**src/pmw_consts.svh**
```systemverilog
// Overview of operation
// RULE1 - State field: full, frame wake, energy wake
// RULE2 - Byte check write wakes device from low power
// RULE3 - Host writes only byte check while not ready
// RULE4 - Writes ignored until a first read
// RULE5 - Power control stays readable in low power
// RULE6 - PHY reset request holds reset 100us, self-clears
// RULE7 - Writes to set PHY request bit ignored
// RULE8 - Remote wake event drives output and interrupt
// RULE9 - Energy event drives output and interrupt
// RULE10 - Drive type clear: open-drain, active low
// RULE11 - Cause field encodes none, energy, frame, multiple
// RULE12 - Write one clears cause, only when ready
// RULE13 - Cause clears only once its source is quiet
// RULE14 - Pulse select: 50ms pulse, else static level
// RULE15 - Output drops on cause clear or enable clear
// RULE16 - Polarity bit picks level, ignored in open-drain
// RULE17 - Output enable gates pin, not interrupt
// RULE18 - Ready bit set after settling, always readable
// RULE19 - Second different event records multiple code
`ifndef PMW_CONSTS_SVH
`define PMW_CONSTS_SVH
`define PMW_OFF_PWR 8'h84
`define PMW_OFF_BYTE 8'h64
`define PMW_OFF_STS 8'h50
`define PMW_OFF_MASK 8'h54
`define PMW_BYTE_VAL 32'h0123_4567
`define PMW_B_READY 0
`define PMW_B_OUT_EN 1
`define PMW_B_POL 2
`define PMW_B_PULSE 3
`define PMW_B_CAUSE 5:4
`define PMW_B_DRV 6
`define PMW_B_ENERGY_WAKE_ENABLE 8
`define PMW_B_REMOTE_WAKE_ENABLE 9
`define PMW_B_PHY 10
`define PMW_B_PS 13:12
`define PMW_CAUSE_NONE 2'h0
`define PMW_CAUSE_ENERGY 2'h1
`define PMW_CAUSE_FRAME 2'h2
`define PMW_CAUSE_MULTI 2'h3
`define PMW_STS_WAKE 0
`define PMW_STS_PHY 1
`define PMW_RESP_OKAY 2'h0
`define PMW_RESP_SLVERR 2'h2
`define PMW_CLK_NS 5
`define PMW_PHY_RESET_REQUEST_US 100
`define PMW_PULSE_MS 50
`define PMW_SETTLE_CYC 5'h10
`define PMW_TMR_W 24
`endif

```
**src/pmw_pkg.sv**
```systemverilog
`include "pmw_consts.svh"
package pmw_pkg;
  typedef enum logic [1:0] {
    PMW_FULL = 2'b00,
    PMW_FRAME = 2'b01,
    PMW_ENERGY = 2'b10
  } pmw_pstate_t;
  typedef struct packed {
    logic aw_vld;
    logic [7:0] aw_addr;
    logic w_vld;
    logic [31:0] w_data;
    logic [3:0] w_strb;
    logic b_vld;
    logic [1:0] b_resp;
    logic r_vld;
    logic [31:0] r_data;
    logic [1:0] r_resp;
    pmw_pstate_t pstate;
    logic ready;
    logic [4:0] settle;
    logic read_seen;
    logic remote_wake_enable;
    logic energy_wake_enable;
    logic drv_type;
    logic [1:0] cause;
    logic pulse_sel;
    logic pol;
    logic out_en;
    logic phy_reset_request;
    logic [1:0] sts;
    logic [1:0] mask;
    logic irq;
  } pmw_state_t;
  typedef struct packed {
    logic [`PMW_TMR_W-1:0] cnt;
  } pmw_tmr_t;
  typedef struct packed {
    logic pin;
    logic oe;
  } pmw_pad_t;
endpackage : pmw_pkg

```
**src/pmw_timer.sv**
```systemverilog
`timescale 1ns/1ps
`include "pmw_consts.svh"
module pmw_timer import pmw_pkg::*; #(
  parameter int unsigned CYC = 1
) (
  input wire logic clk_i,
  input wire logic rst_i,
  input wire logic start_i,
  output logic busy_o
);
  pmw_tmr_t s;
  pmw_tmr_t n;

  // A restart reloads the full span, so repeated starts stretch it
  always_comb begin
    n = s;
    if (start_i) begin
      n.cnt = `PMW_TMR_W'(CYC);
    end else if (s.cnt != '0) begin
      n.cnt = s.cnt - 1'b1;
    end
  end

  always_ff @(posedge clk_i) begin
    if (rst_i) begin
      s <= '0;
    end else begin
      s <= n;
    end
  end

  assign busy_o = (s.cnt != '0);
endmodule : pmw_timer

```
**src/pmw_wake_pad.sv**
```systemverilog
`timescale 1ns/1ps
`include "pmw_consts.svh"
module pmw_wake_pad import pmw_pkg::*; (
  input wire logic clk_i,
  input wire logic rst_i,
  input wire logic active_i,
  input wire logic push_pull_i,
  input wire logic active_high_i,
  output logic pin_o,
  output logic pin_oe_o
);
  pmw_pad_t s;
  pmw_pad_t n;

  // Open-drain only sinks, so polarity cannot apply there
  always_comb begin
    n = s;
    if (push_pull_i) begin
      n.oe = 1'b1;
      n.pin = active_high_i ? active_i : !active_i; // see RULE16
    end else begin
      n.oe = active_i; // see RULE10
      n.pin = 1'b0;
    end
  end

  always_ff @(posedge clk_i) begin
    if (rst_i) begin
      s <= '0;
    end else begin
      s <= n;
    end
  end

  assign pin_o = s.pin;
  assign pin_oe_o = s.oe;
endmodule : pmw_wake_pad

```
**src/pmw_power_ctrl.sv**
```systemverilog
// Our own choice: register access over AXI4-Lite.
`timescale 1ns/1ps
`include "pmw_consts.svh"
module pmw_power_ctrl import pmw_pkg::*; #(
  parameter int unsigned PHY_RESET_REQUEST_CYC = (`PMW_PHY_RESET_REQUEST_US * 1000 + `PMW_CLK_NS - 1) / `PMW_CLK_NS,
  parameter int unsigned PULSE_CYC = `PMW_PULSE_MS * 1000000 / `PMW_CLK_NS
) (
  input wire logic clk_i,
  input wire logic rst_i,
  input wire logic s_axi_awvalid_i,
  output logic s_axi_awready_o,
  input wire logic [7:0] s_axi_awaddr_i,
  input wire logic s_axi_wvalid_i,
  output logic s_axi_wready_o,
  input wire logic [31:0] s_axi_wdata_i,
  input wire logic [3:0] s_axi_wstrb_i,
  output logic s_axi_bvalid_o,
  input wire logic s_axi_bready_i,
  output logic [1:0] s_axi_bresp_o,
  input wire logic s_axi_arvalid_i,
  output logic s_axi_arready_o,
  input wire logic [7:0] s_axi_araddr_i,
  output logic s_axi_rvalid_o,
  input wire logic s_axi_rready_i,
  output logic [31:0] s_axi_rdata_o,
  output logic [1:0] s_axi_rresp_o,
  input wire logic remote_wake_event_i,
  input wire logic energy_event_i,
  output logic [1:0] power_state_o,
  output logic device_ready_o,
  output logic phy_reset_o,
  output logic wake_irq_o,
  output logic wake_pin_o,
  output logic wake_pin_oe_o
);
  pmw_state_t s;
  pmw_state_t n;
  logic [31:0] pwr_rd;
  logic [31:0] wmask;
  logic [31:0] wd;
  logic [31:0] pw;
  logic wr_go;
  logic wr_ok;
  logic hit_pwr;
  logic hit_byte;
  logic hit_sts;
  logic hit_mask;
  logic ar_go;
  logic ev_fr;
  logic ev_en;
  logic pulse_start;
  logic phy_start;
  logic phy_busy;
  logic pulse_busy;
  logic wake_act;

  function automatic logic word_hit(input logic [7:0] a, input logic [7:0] off);
    return a[7:2] == off[7:2];
  endfunction : word_hit

  // Read view of the power control word
  assign pwr_rd = {18'h0, s.pstate, 1'b0, s.phy_reset_request, s.remote_wake_enable, s.energy_wake_enable, 1'b0, s.drv_type,
                   s.cause, s.pulse_sel, s.pol, s.out_en, s.ready};

  // Byte lanes of the held write
  assign wmask = {{8{s.w_strb[3]}}, {8{s.w_strb[2]}}, {8{s.w_strb[1]}}, {8{s.w_strb[0]}}};
  assign wd = s.w_data & wmask;
  assign pw = (pwr_rd & ~wmask) | wd;

  // Write address decode on the held address
  assign hit_pwr = word_hit(s.aw_addr, `PMW_OFF_PWR);
  assign hit_byte = word_hit(s.aw_addr, `PMW_OFF_BYTE);
  assign hit_sts = word_hit(s.aw_addr, `PMW_OFF_STS);
  assign hit_mask = word_hit(s.aw_addr, `PMW_OFF_MASK);
  assign wr_go = s.aw_vld && s.w_vld && !s.b_vld;
  assign ar_go = s_axi_arvalid_i && !s.r_vld;

  // Only the byte check word may be written while not ready
  assign wr_ok = s.read_seen && (s.ready || hit_byte); // see RULE3 see RULE4

  // Qualified wake events
  assign ev_fr = remote_wake_event_i && s.remote_wake_enable; // see RULE8
  assign ev_en = energy_event_i && s.energy_wake_enable; // see RULE9
  assign pulse_start = ev_fr || ev_en;

  // A set request bit blocks a second start
  assign phy_start = wr_go && wr_ok && hit_pwr && s.w_strb[1] && s.w_data[`PMW_B_PHY]
                     && !s.phy_reset_request; // see RULE7

  // Pin level follows causes whose source is still enabled
  assign wake_act = s.out_en && ((s.cause[1] && s.remote_wake_enable) || (s.cause[0] && s.energy_wake_enable))
                    && (!s.pulse_sel || pulse_busy); // see RULE14 see RULE15 see RULE17

  // Next state: bus, control fields, events
  always_comb begin
    n = s;
    if (s.b_vld && s_axi_bready_i) begin
      n.b_vld = 1'b0;
    end
    if (s.r_vld && s_axi_rready_i) begin
      n.r_vld = 1'b0;
    end
    if (s_axi_awvalid_i && s_axi_awready_o) begin
      n.aw_vld = 1'b1;
      n.aw_addr = s_axi_awaddr_i;
    end
    if (s_axi_wvalid_i && s_axi_wready_o) begin
      n.w_vld = 1'b1;
      n.w_data = s_axi_wdata_i;
      n.w_strb = s_axi_wstrb_i;
    end
    if (wr_go) begin
      n.aw_vld = 1'b0;
      n.w_vld = 1'b0;
      n.b_vld = 1'b1;
      n.b_resp = (hit_pwr || hit_byte || hit_sts || hit_mask) ? `PMW_RESP_OKAY : `PMW_RESP_SLVERR;
    end
    // Gated writes still answer OKAY, they just do nothing
    if (wr_go && wr_ok && hit_pwr) begin
      n.remote_wake_enable = pw[`PMW_B_REMOTE_WAKE_ENABLE];
      n.energy_wake_enable = pw[`PMW_B_ENERGY_WAKE_ENABLE];
      n.drv_type = pw[`PMW_B_DRV];
      n.pulse_sel = pw[`PMW_B_PULSE];
      n.pol = pw[`PMW_B_POL];
      n.out_en = pw[`PMW_B_OUT_EN];
      // Ready implies full operation here, so clears may act
      n.cause = s.cause & ~wd[`PMW_B_CAUSE]; // see RULE12
      // Reserved code and a no-op full request are ignored
      if (pw[`PMW_B_PS] == PMW_FRAME || pw[`PMW_B_PS] == PMW_ENERGY) begin // see RULE1
        n.pstate = pmw_pstate_t'(pw[`PMW_B_PS]);
        n.ready = 1'b0;
        n.settle = '0;
      end
      if (phy_start) begin
        n.phy_reset_request = 1'b1; // see RULE6
      end
    end
    if (wr_go && wr_ok && hit_mask) begin
      n.mask = (s.mask & ~wmask[1:0]) | wd[1:0];
    end
    // Reads; status clears on read, events below still win
    if (ar_go) begin
      n.r_vld = 1'b1;
      n.read_seen = 1'b1; // see RULE4
      n.r_resp = `PMW_RESP_OKAY;
      n.r_data = '0;
      if (word_hit(s_axi_araddr_i, `PMW_OFF_PWR)) begin
        n.r_data = pwr_rd; // see RULE5 see RULE18
      end else if (word_hit(s_axi_araddr_i, `PMW_OFF_BYTE)) begin
        n.r_data = `PMW_BYTE_VAL;
      end else if (word_hit(s_axi_araddr_i, `PMW_OFF_STS)) begin
        n.r_data = {30'h0, s.sts};
        n.sts = '0;
      end else if (word_hit(s_axi_araddr_i, `PMW_OFF_MASK)) begin
        n.r_data = {30'h0, s.mask};
      end else begin
        n.r_resp = `PMW_RESP_SLVERR;
      end
    end
    // An accepted byte check write in low power leaves it and re-arms the read gate
    if (wr_go && wr_ok && hit_byte && s.pstate != PMW_FULL) begin // see RULE2
      n.pstate = PMW_FULL;
      n.ready = 1'b0;
      n.settle = '0;
      n.read_seen = 1'b0; // see RULE4
    end
    // Settling after reset or wake before ready is shown
    if (!s.ready && s.pstate == PMW_FULL) begin
      if (s.settle == `PMW_SETTLE_CYC) begin
        n.ready = 1'b1; // see RULE18
      end else begin
        n.settle = s.settle + 1'b1;
      end
    end
    // Release the PHY once the hold time has run out
    if (s.phy_reset_request && !phy_busy) begin
      n.phy_reset_request = 1'b0; // see RULE6
      n.sts[`PMW_STS_PHY] = 1'b1;
    end
    // Event sets beat clears; bits OR into the multiple code
    n.cause = n.cause | {ev_fr, ev_en}; // see RULE11 see RULE13 see RULE19
    if (pulse_start) begin
      n.sts[`PMW_STS_WAKE] = 1'b1; // see RULE8 see RULE9
    end
    n.irq = |(n.sts & n.mask);
  end

  always_ff @(posedge clk_i) begin
    if (rst_i) begin
      s <= '0;
    end else begin
      s <= n;
    end
  end

  // Hold of the PHY reset line
  pmw_timer #(
    .CYC(PHY_RESET_REQUEST_CYC)
  ) u_phy_tmr (
    .clk_i(clk_i),
    .rst_i(rst_i),
    .start_i(phy_start),
    .busy_o(phy_busy)
  );

  // Pulse width of the wake pin
  pmw_timer #(
    .CYC(PULSE_CYC)
  ) u_pulse_tmr (
    .clk_i(clk_i),
    .rst_i(rst_i),
    .start_i(pulse_start),
    .busy_o(pulse_busy)
  );

  pmw_wake_pad u_pad (
    .clk_i(clk_i),
    .rst_i(rst_i),
    .active_i(wake_act),
    .push_pull_i(s.drv_type),
    .active_high_i(s.pol),
    .pin_o(wake_pin_o),
    .pin_oe_o(wake_pin_oe_o)
  );

  // Bus handshakes and registered outputs
  assign s_axi_awready_o = !s.aw_vld && !s.b_vld;
  assign s_axi_wready_o = !s.w_vld && !s.b_vld;
  assign s_axi_bvalid_o = s.b_vld;
  assign s_axi_bresp_o = s.b_resp;
  assign s_axi_arready_o = !s.r_vld;
  assign s_axi_rvalid_o = s.r_vld;
  assign s_axi_rdata_o = s.r_data;
  assign s_axi_rresp_o = s.r_resp;
  assign power_state_o = s.pstate;
  assign device_ready_o = s.ready;
  assign phy_reset_o = s.phy_reset_request;
  assign wake_irq_o = s.irq;

  // Helper: length of the current PHY reset hold
  int unsigned phy_hi_cnt;
  always_ff @(posedge clk_i) begin
    if (rst_i) begin
      phy_hi_cnt <= 0;
    end else begin
      phy_hi_cnt <= s.phy_reset_request ? phy_hi_cnt + 1 : 0;
    end
  end
endmodule : pmw_power_ctrl

```
**config.mk**
```make
export PLATFORM = sky130hd
export DESIGN_NAME = pmw_power_ctrl
export DESIGN_NICKNAME = d
export VERILOG_FILES = /design/src/pmw_pkg.sv /design/src/pmw_timer.sv /design/src/pmw_wake_pad.sv /design/src/pmw_power_ctrl.sv
export VERILOG_INCLUDE_DIRS = /design/src
export SDC_FILE = /design/constraint.sdc
export NUM_CORES = 1
export LEC_CHECK = 0
export BUFFER_PORTS_ARGS = -buffer_cell sky130_fd_sc_hd__clkbuf_2
export CORE_ASPECT_RATIO = 1.2
export CORE_MARGIN = 3
export CORE_UTILIZATION = 43
export CTS_BUF_LIST = sky130_fd_sc_hd__clkbuf_4
export DETAILED_ROUTE_END_ITERATION = 7
export SETUP_SLACK_MARGIN = 0.05
export SKIP_LAST_GASP = 1
export SYNTH_ARGS = -nofsm -noshare
export SYNTH_HDL_FRONTEND = slang
export SYNTH_SLANG_ARGS = --single-unit
```
**constraint.sdc**
```tcl
create_clock -name clk_i -period 2.7 [get_ports clk_i]
set_input_delay 0.27 -clock clk_i [delete_from_list [all_inputs] [get_ports clk_i]]
set_output_delay 0.27 -clock clk_i [all_outputs]
set_load 0.005 [all_outputs]
```
# == Word-level counts from Yosys, hierarchy flattened ==
# Index checks and enable logic that the tools add are counted.
# classes
addsub,3
eq_ne,11
mux,35
bitwise_logic,12
n_reduce_logical,60
# op_table
op,n
$mux 25,2
$mux 24,2
$reduce_bool 24->1,2
$sub 24x1->24 const B,2
$eq 6x5->1 const B,6
$mux 35,1
$mux 15,2
$and 14x14->14,2
$logic_and 1x1->1,26
$mux 2,12
$mux 6,4
$not 14->14,1
$or 14x14->14,1
$reduce_or 2->1,7
$eq 6x6->1 const B,2
$reduce_bool 2->1,5
$logic_not 1->1,9
$mux 1,9
$logic_or 1x1->1,8
$mux 7,1
$and 2x2->2,3
$add 5x1->5 const B,1
$eq 5x5->1 const B,1
$mux 5,1
other kinds (8),11
# totals
register_bits,137
inputBits,61
out_inout_bits,48
wordCells,152

# == Depth between registers and ports, before layout ==
# logic_depth
depth_word,11
mapped_depth,8

# == Hierarchy ==
# From an unflattened synthesis, not the netlist that was laid out.
# hier_totals
cells_unflattened,643
hier_area_um2,5520.3
# by_module_without_submodules
mod,instances,cells_each,area_per_inst_um2
pmw_power_ctrl,1,352,2939.1
pmw_timer at u_pulse_tmr,1,148,1331.3
pmw_timer at u_phy_tmr,1,137,1181.1
pmw_wake_pad,1,6,68.8

# == Worst setup path after synthesis ==
# Ideal clock, no wire load.
# synth_timing
path_kind,register -> register
from,register u_phy_tmr.s[0] (netlist name)
to,register s (netlist bit wake_irq_o)
setup_time_ns,0.092
arrival_time_ns,2.187
t_required_ns,2.608
slack_ns,0.421
stages_incl_launch_ff,9
path_cell_list,dfxtp_1 -> inv_1 -> ha_1 -> or4b_2 -> nor4b_4 -> and3_1 -> buf_2 -> a22oi_1 -> o32ai_1
# synth_via
elab_chain_cells,6
# synth_lines
item,line,text
start: declaration,pmw_timer.sv:11,pmw_tmr_t s;
start signal: assignment,pmw_timer.sv:28,s <= n;
$reduce_bool 24->1,pmw_timer.sv:32,assign busy_o = (s.cnt != '0);
$logic_not 1->1,pmw_power_ctrl.sv:176,if (s.phy_reset_request && !phy_busy) begin
$logic_and 1x1->1,pmw_power_ctrl.sv:176,
$mux 1,pmw_power_ctrl.sv:176,
$and 2x2->2,pmw_power_ctrl.sv:185,n.irq = |(n.sts & n.mask);
$reduce_or 2->1,pmw_power_ctrl.sv:185,
end signal: assignment,pmw_power_ctrl.sv:192,s <= n;
end: declaration,pmw_power_ctrl.sv:36,pmw_state_t s;
# No other way between the ends.
# A chain may end at the register's enable or synchronous reset.

# == Worst setup path in the final report ==
# layout_timing
from,register u_phy_tmr.s[3] (netlist name)
to,register u_phy_tmr.s[22] (netlist name)
# layout_via
elab_chain_cells,1
elab_cells_between_ends,2
# layout_lines
item,line
$sub 24x1->24 / $reduce_bool 24->1 (equally long branches),"pmw_timer.sv:20, pmw_timer.sv:19"
# Several ways; a longest one is shown, not always the timed one.

==> run metrics <==
Tot GR Track Use=18.5%; Reg-to-Reg Start=u_phy_tmr.s[3]$_SDFFE_PP0P_; core area=12,200 sq um; CP Cell Sequence=or4_4 > or3_1 > a211o_1 > or4b_1 > a21oi_1; setup slack at placement=268 ps; Pre-Repair DR Iteration Count=4; Distinct cells, synth=59; Startpoint Class=flop; worst slew pin tran=660 ps; async set or reset register ratio after synthesis=0%; most common cell in the netlist=dfxtp_1; width of the die=108 microns; Final min period=2460 ps; clock-pin slew on the worst setup and hold paths=160 ps; die area=14,000 sq um; worst hold endpoint=s[100]$_SDFFE_PP0P_; vias in the first global route=4,468; Worst path slowest cell=or4_4; vias=4,633; max_slew headroom=55.9%; nets=763; total power=5570 uW; Sink Count=112; most area-hungry cell type in the Yosys netlist=dfxtp_1; Syn Inst Count=642; most frequent cells after synthesis=dfxtp_1, nor2_1, a21oi_1; Ports=109; Num CTS Buffers=9; final setup fails=0; Worst Path Required=3100 ps; die height=129 microns; Fin. Hold Viols=0; Final Util=49.1%; initial drt markers=256; crit end category=flop; Pwr Density=928 nW/um^2; Max Root-Sink Buffers=2; total grt overflow=0; status=complete, no violations; largest net degree at the start of global routing=61; sequential fraction of the synthesis area=41.5%; RSZ-0062 raised after global routing=no; Hold Crit Class=in2reg; max-slew violations=0; Post-Route Skew=19.1 ps; num rows=44; Root Buffer=clkbuf_4; detailed placement HPWL=8930 microns; EDFF count, synth=0; Post-synth top flop=dfxtp_1; setup slack, reg-to-reg=240 ps; port bufs=65; Peak VDD IR=0.644 mV; cell count of the worst reg-to-reg path=5; Vias/cell=5.37; Synth top area share=41.5%; Worst Hold Launch=s_axi_awaddr_i[2]; Bufs and invs on worst path=0; flops & latches, synth=112; initial antenna violation count=2; Worst Hold Depth=3; fmax=406 MHz; Worst path max stage delay=550 ps; Placer Congestion=0.790; kind of cell adding the most delay to the critical path=simple AND/OR/NAND/NOR gates; ANT nets after route=0; CP max FO=7; synth-to-layout area growth=11.0%; setup TNS=0 ps; leakage=0.00248 uW; synth warn=0; worst endpoint data arrival time=2860 ps; first-pass GRT wire length=21,000 microns; Initial Util=44.3%; WL/cell=14.4 microns; Max Cap Violations=0; CTS tree=yes; final worst slack=239 ps; share of cells above drive strength 1=15.3%; # DRC=0; Tcrit/Tclk final=91.2%; Cell Area, Synth=5410 sq um; total wire length=12,400 microns; dominant cells by area after synthesis=dfxtp_1, a21oi_1, buf_4; kind of critical path=reg2reg; FF-to-FF End=u_phy_tmr.s[22]$_SDFFE_PP0P_; Avg Cell Area, Syn=8.43 sq um; clock latency reported for the late side of the worst-skew pair=470 ps; htree depth=3
-- worst min-delay path, stage by stage --
cell      delay (ps)
clkbuf_2          80
mux2i_1           60
nor2_1            70
-- kinds of logic after synthesis --
group	count (synthesis)	share of synthesized area, %
buffers and inverters	80	8.21
AND/OR/NAND/NOR	257	25.1
adder cells (fa/ha/maj)	6	1.39
XOR/XNOR	30	4.86
flip-flops	112	41.5
other	1	0.0693
AO/OA/AOI/OAI	138	15.5
multiplexers	18	3.35
-- flip-flops by register name, summed over array words and instances (netlist names), named ones only --
register	flops
s_axi_rresp_o	1
power_state_o	2
s_axi_bvalid_o	1
phy_reset_o	1
pwr_rd	2
u_phy_tmr.s	24
s_axi_rvalid_o	1
u_pad.pin_oe_o	1
u_pulse_tmr.s	24
wake_irq_o	1
s	32
s_axi_rdata_o	13
u_pad.pin_o	1
device_ready_o	1
s_axi_bresp_o	1
-- worst max path at each step --
stage / start / end / slack [ps] / cells after the start
global placement: u_phy_tmr.s[5]$_SDFFE_PP0P_ / u_phy_tmr.s[22]$_SDFFE_PP0P_ / 320 / 5
detailed placement: u_phy_tmr.s[3]$_SDFFE_PP0P_ / u_phy_tmr.s[22]$_SDFFE_PP0P_ / 270 / 5
finish: u_phy_tmr.s[3]$_SDFFE_PP0P_ / u_phy_tmr.s[22]$_SDFFE_PP0P_ / 240 / 5
floorplan: u_phy_tmr.s[0]$_SDFFE_PP0P_ / wake_irq_o$_SDFF_PP0_ / 420 / 8
global route: u_phy_tmr.s[3]$_SDFFE_PP0P_ / u_phy_tmr.s[22]$_SDFFE_PP0P_ / 80 / 5
CTS: u_phy_tmr.s[3]$_SDFFE_PP0P_ / u_phy_tmr.s[22]$_SDFFE_PP0P_ / 240 / 5
-- metal layers --
layer	routed length, microns	track usage (%)
met4	180	6.24
met2	6080	31.7
met1	5720	23.7
met3	424	3.01
met5	11	0
-- placed cells by master, fill, tap and decap left out, types with 4 or more instances in the layout --
master,instances
dfxtp_1,112
o21ai_0,24
or2_2,4
and2_1,6
nor4_1,10
clkbuf_4,10
clkbuf_2,65
nand3_1,11
xor2_1,19
a31oi_1,6
nor3_1,11
a211oi_1,5
xnor2_1,11
nand2b_1,8
ha_1,6
or3_1,18
nand4_1,9
a21oi_1,61
mux2i_1,17
or4_1,9
dlygate4sd3_1,15
inv_1,14
buf_4,13
nor2b_1,6
nor3b_1,6
o211ai_1,11
conb_1,17
a211o_1,4
nor2_1,71
nand2_1,58
and3_1,7
-- through the flow --
stage | instance area [sq um] | hold WS (ps) | std cells
6_report | 6000 | 35.8 | 863
5_1_grt | 6000 | 2.25 | 863
4_1_cts | 5980 | 1.02 | 860
3_5_place_dp | 5710 | 450 | 831
3_3_place_gp | 5710 | 446 | 831
2_1_floorplan | 5470 | 369 | 658
-- layout make-up --
class	instances	area (sq um)
flip-flops and latches	112	2240
well taps	161	201
inverters	14	52.6
clock inverters	6	67.6
diodes	1	2.50
clock buffers	10	75.1
repair buffers	93	573
fillers	1213	6220
multi-input cells	466	2790
-- power breakdown --
group / switching (uW) / internal [uW]
sequential: 290 / 1950
clock: 560 / 299
combinational: 1390 / 1080
total: 2240 / 3330
-- repair_timing --
action | 4_1_cts | 5_1_grt
hold buffers | 13 | 2
setup buffers | 0 | 0
resized for setup | 0 | 0
endpoints found under the hold margin | 13 | 2
(Power assumes the default switching activity.)
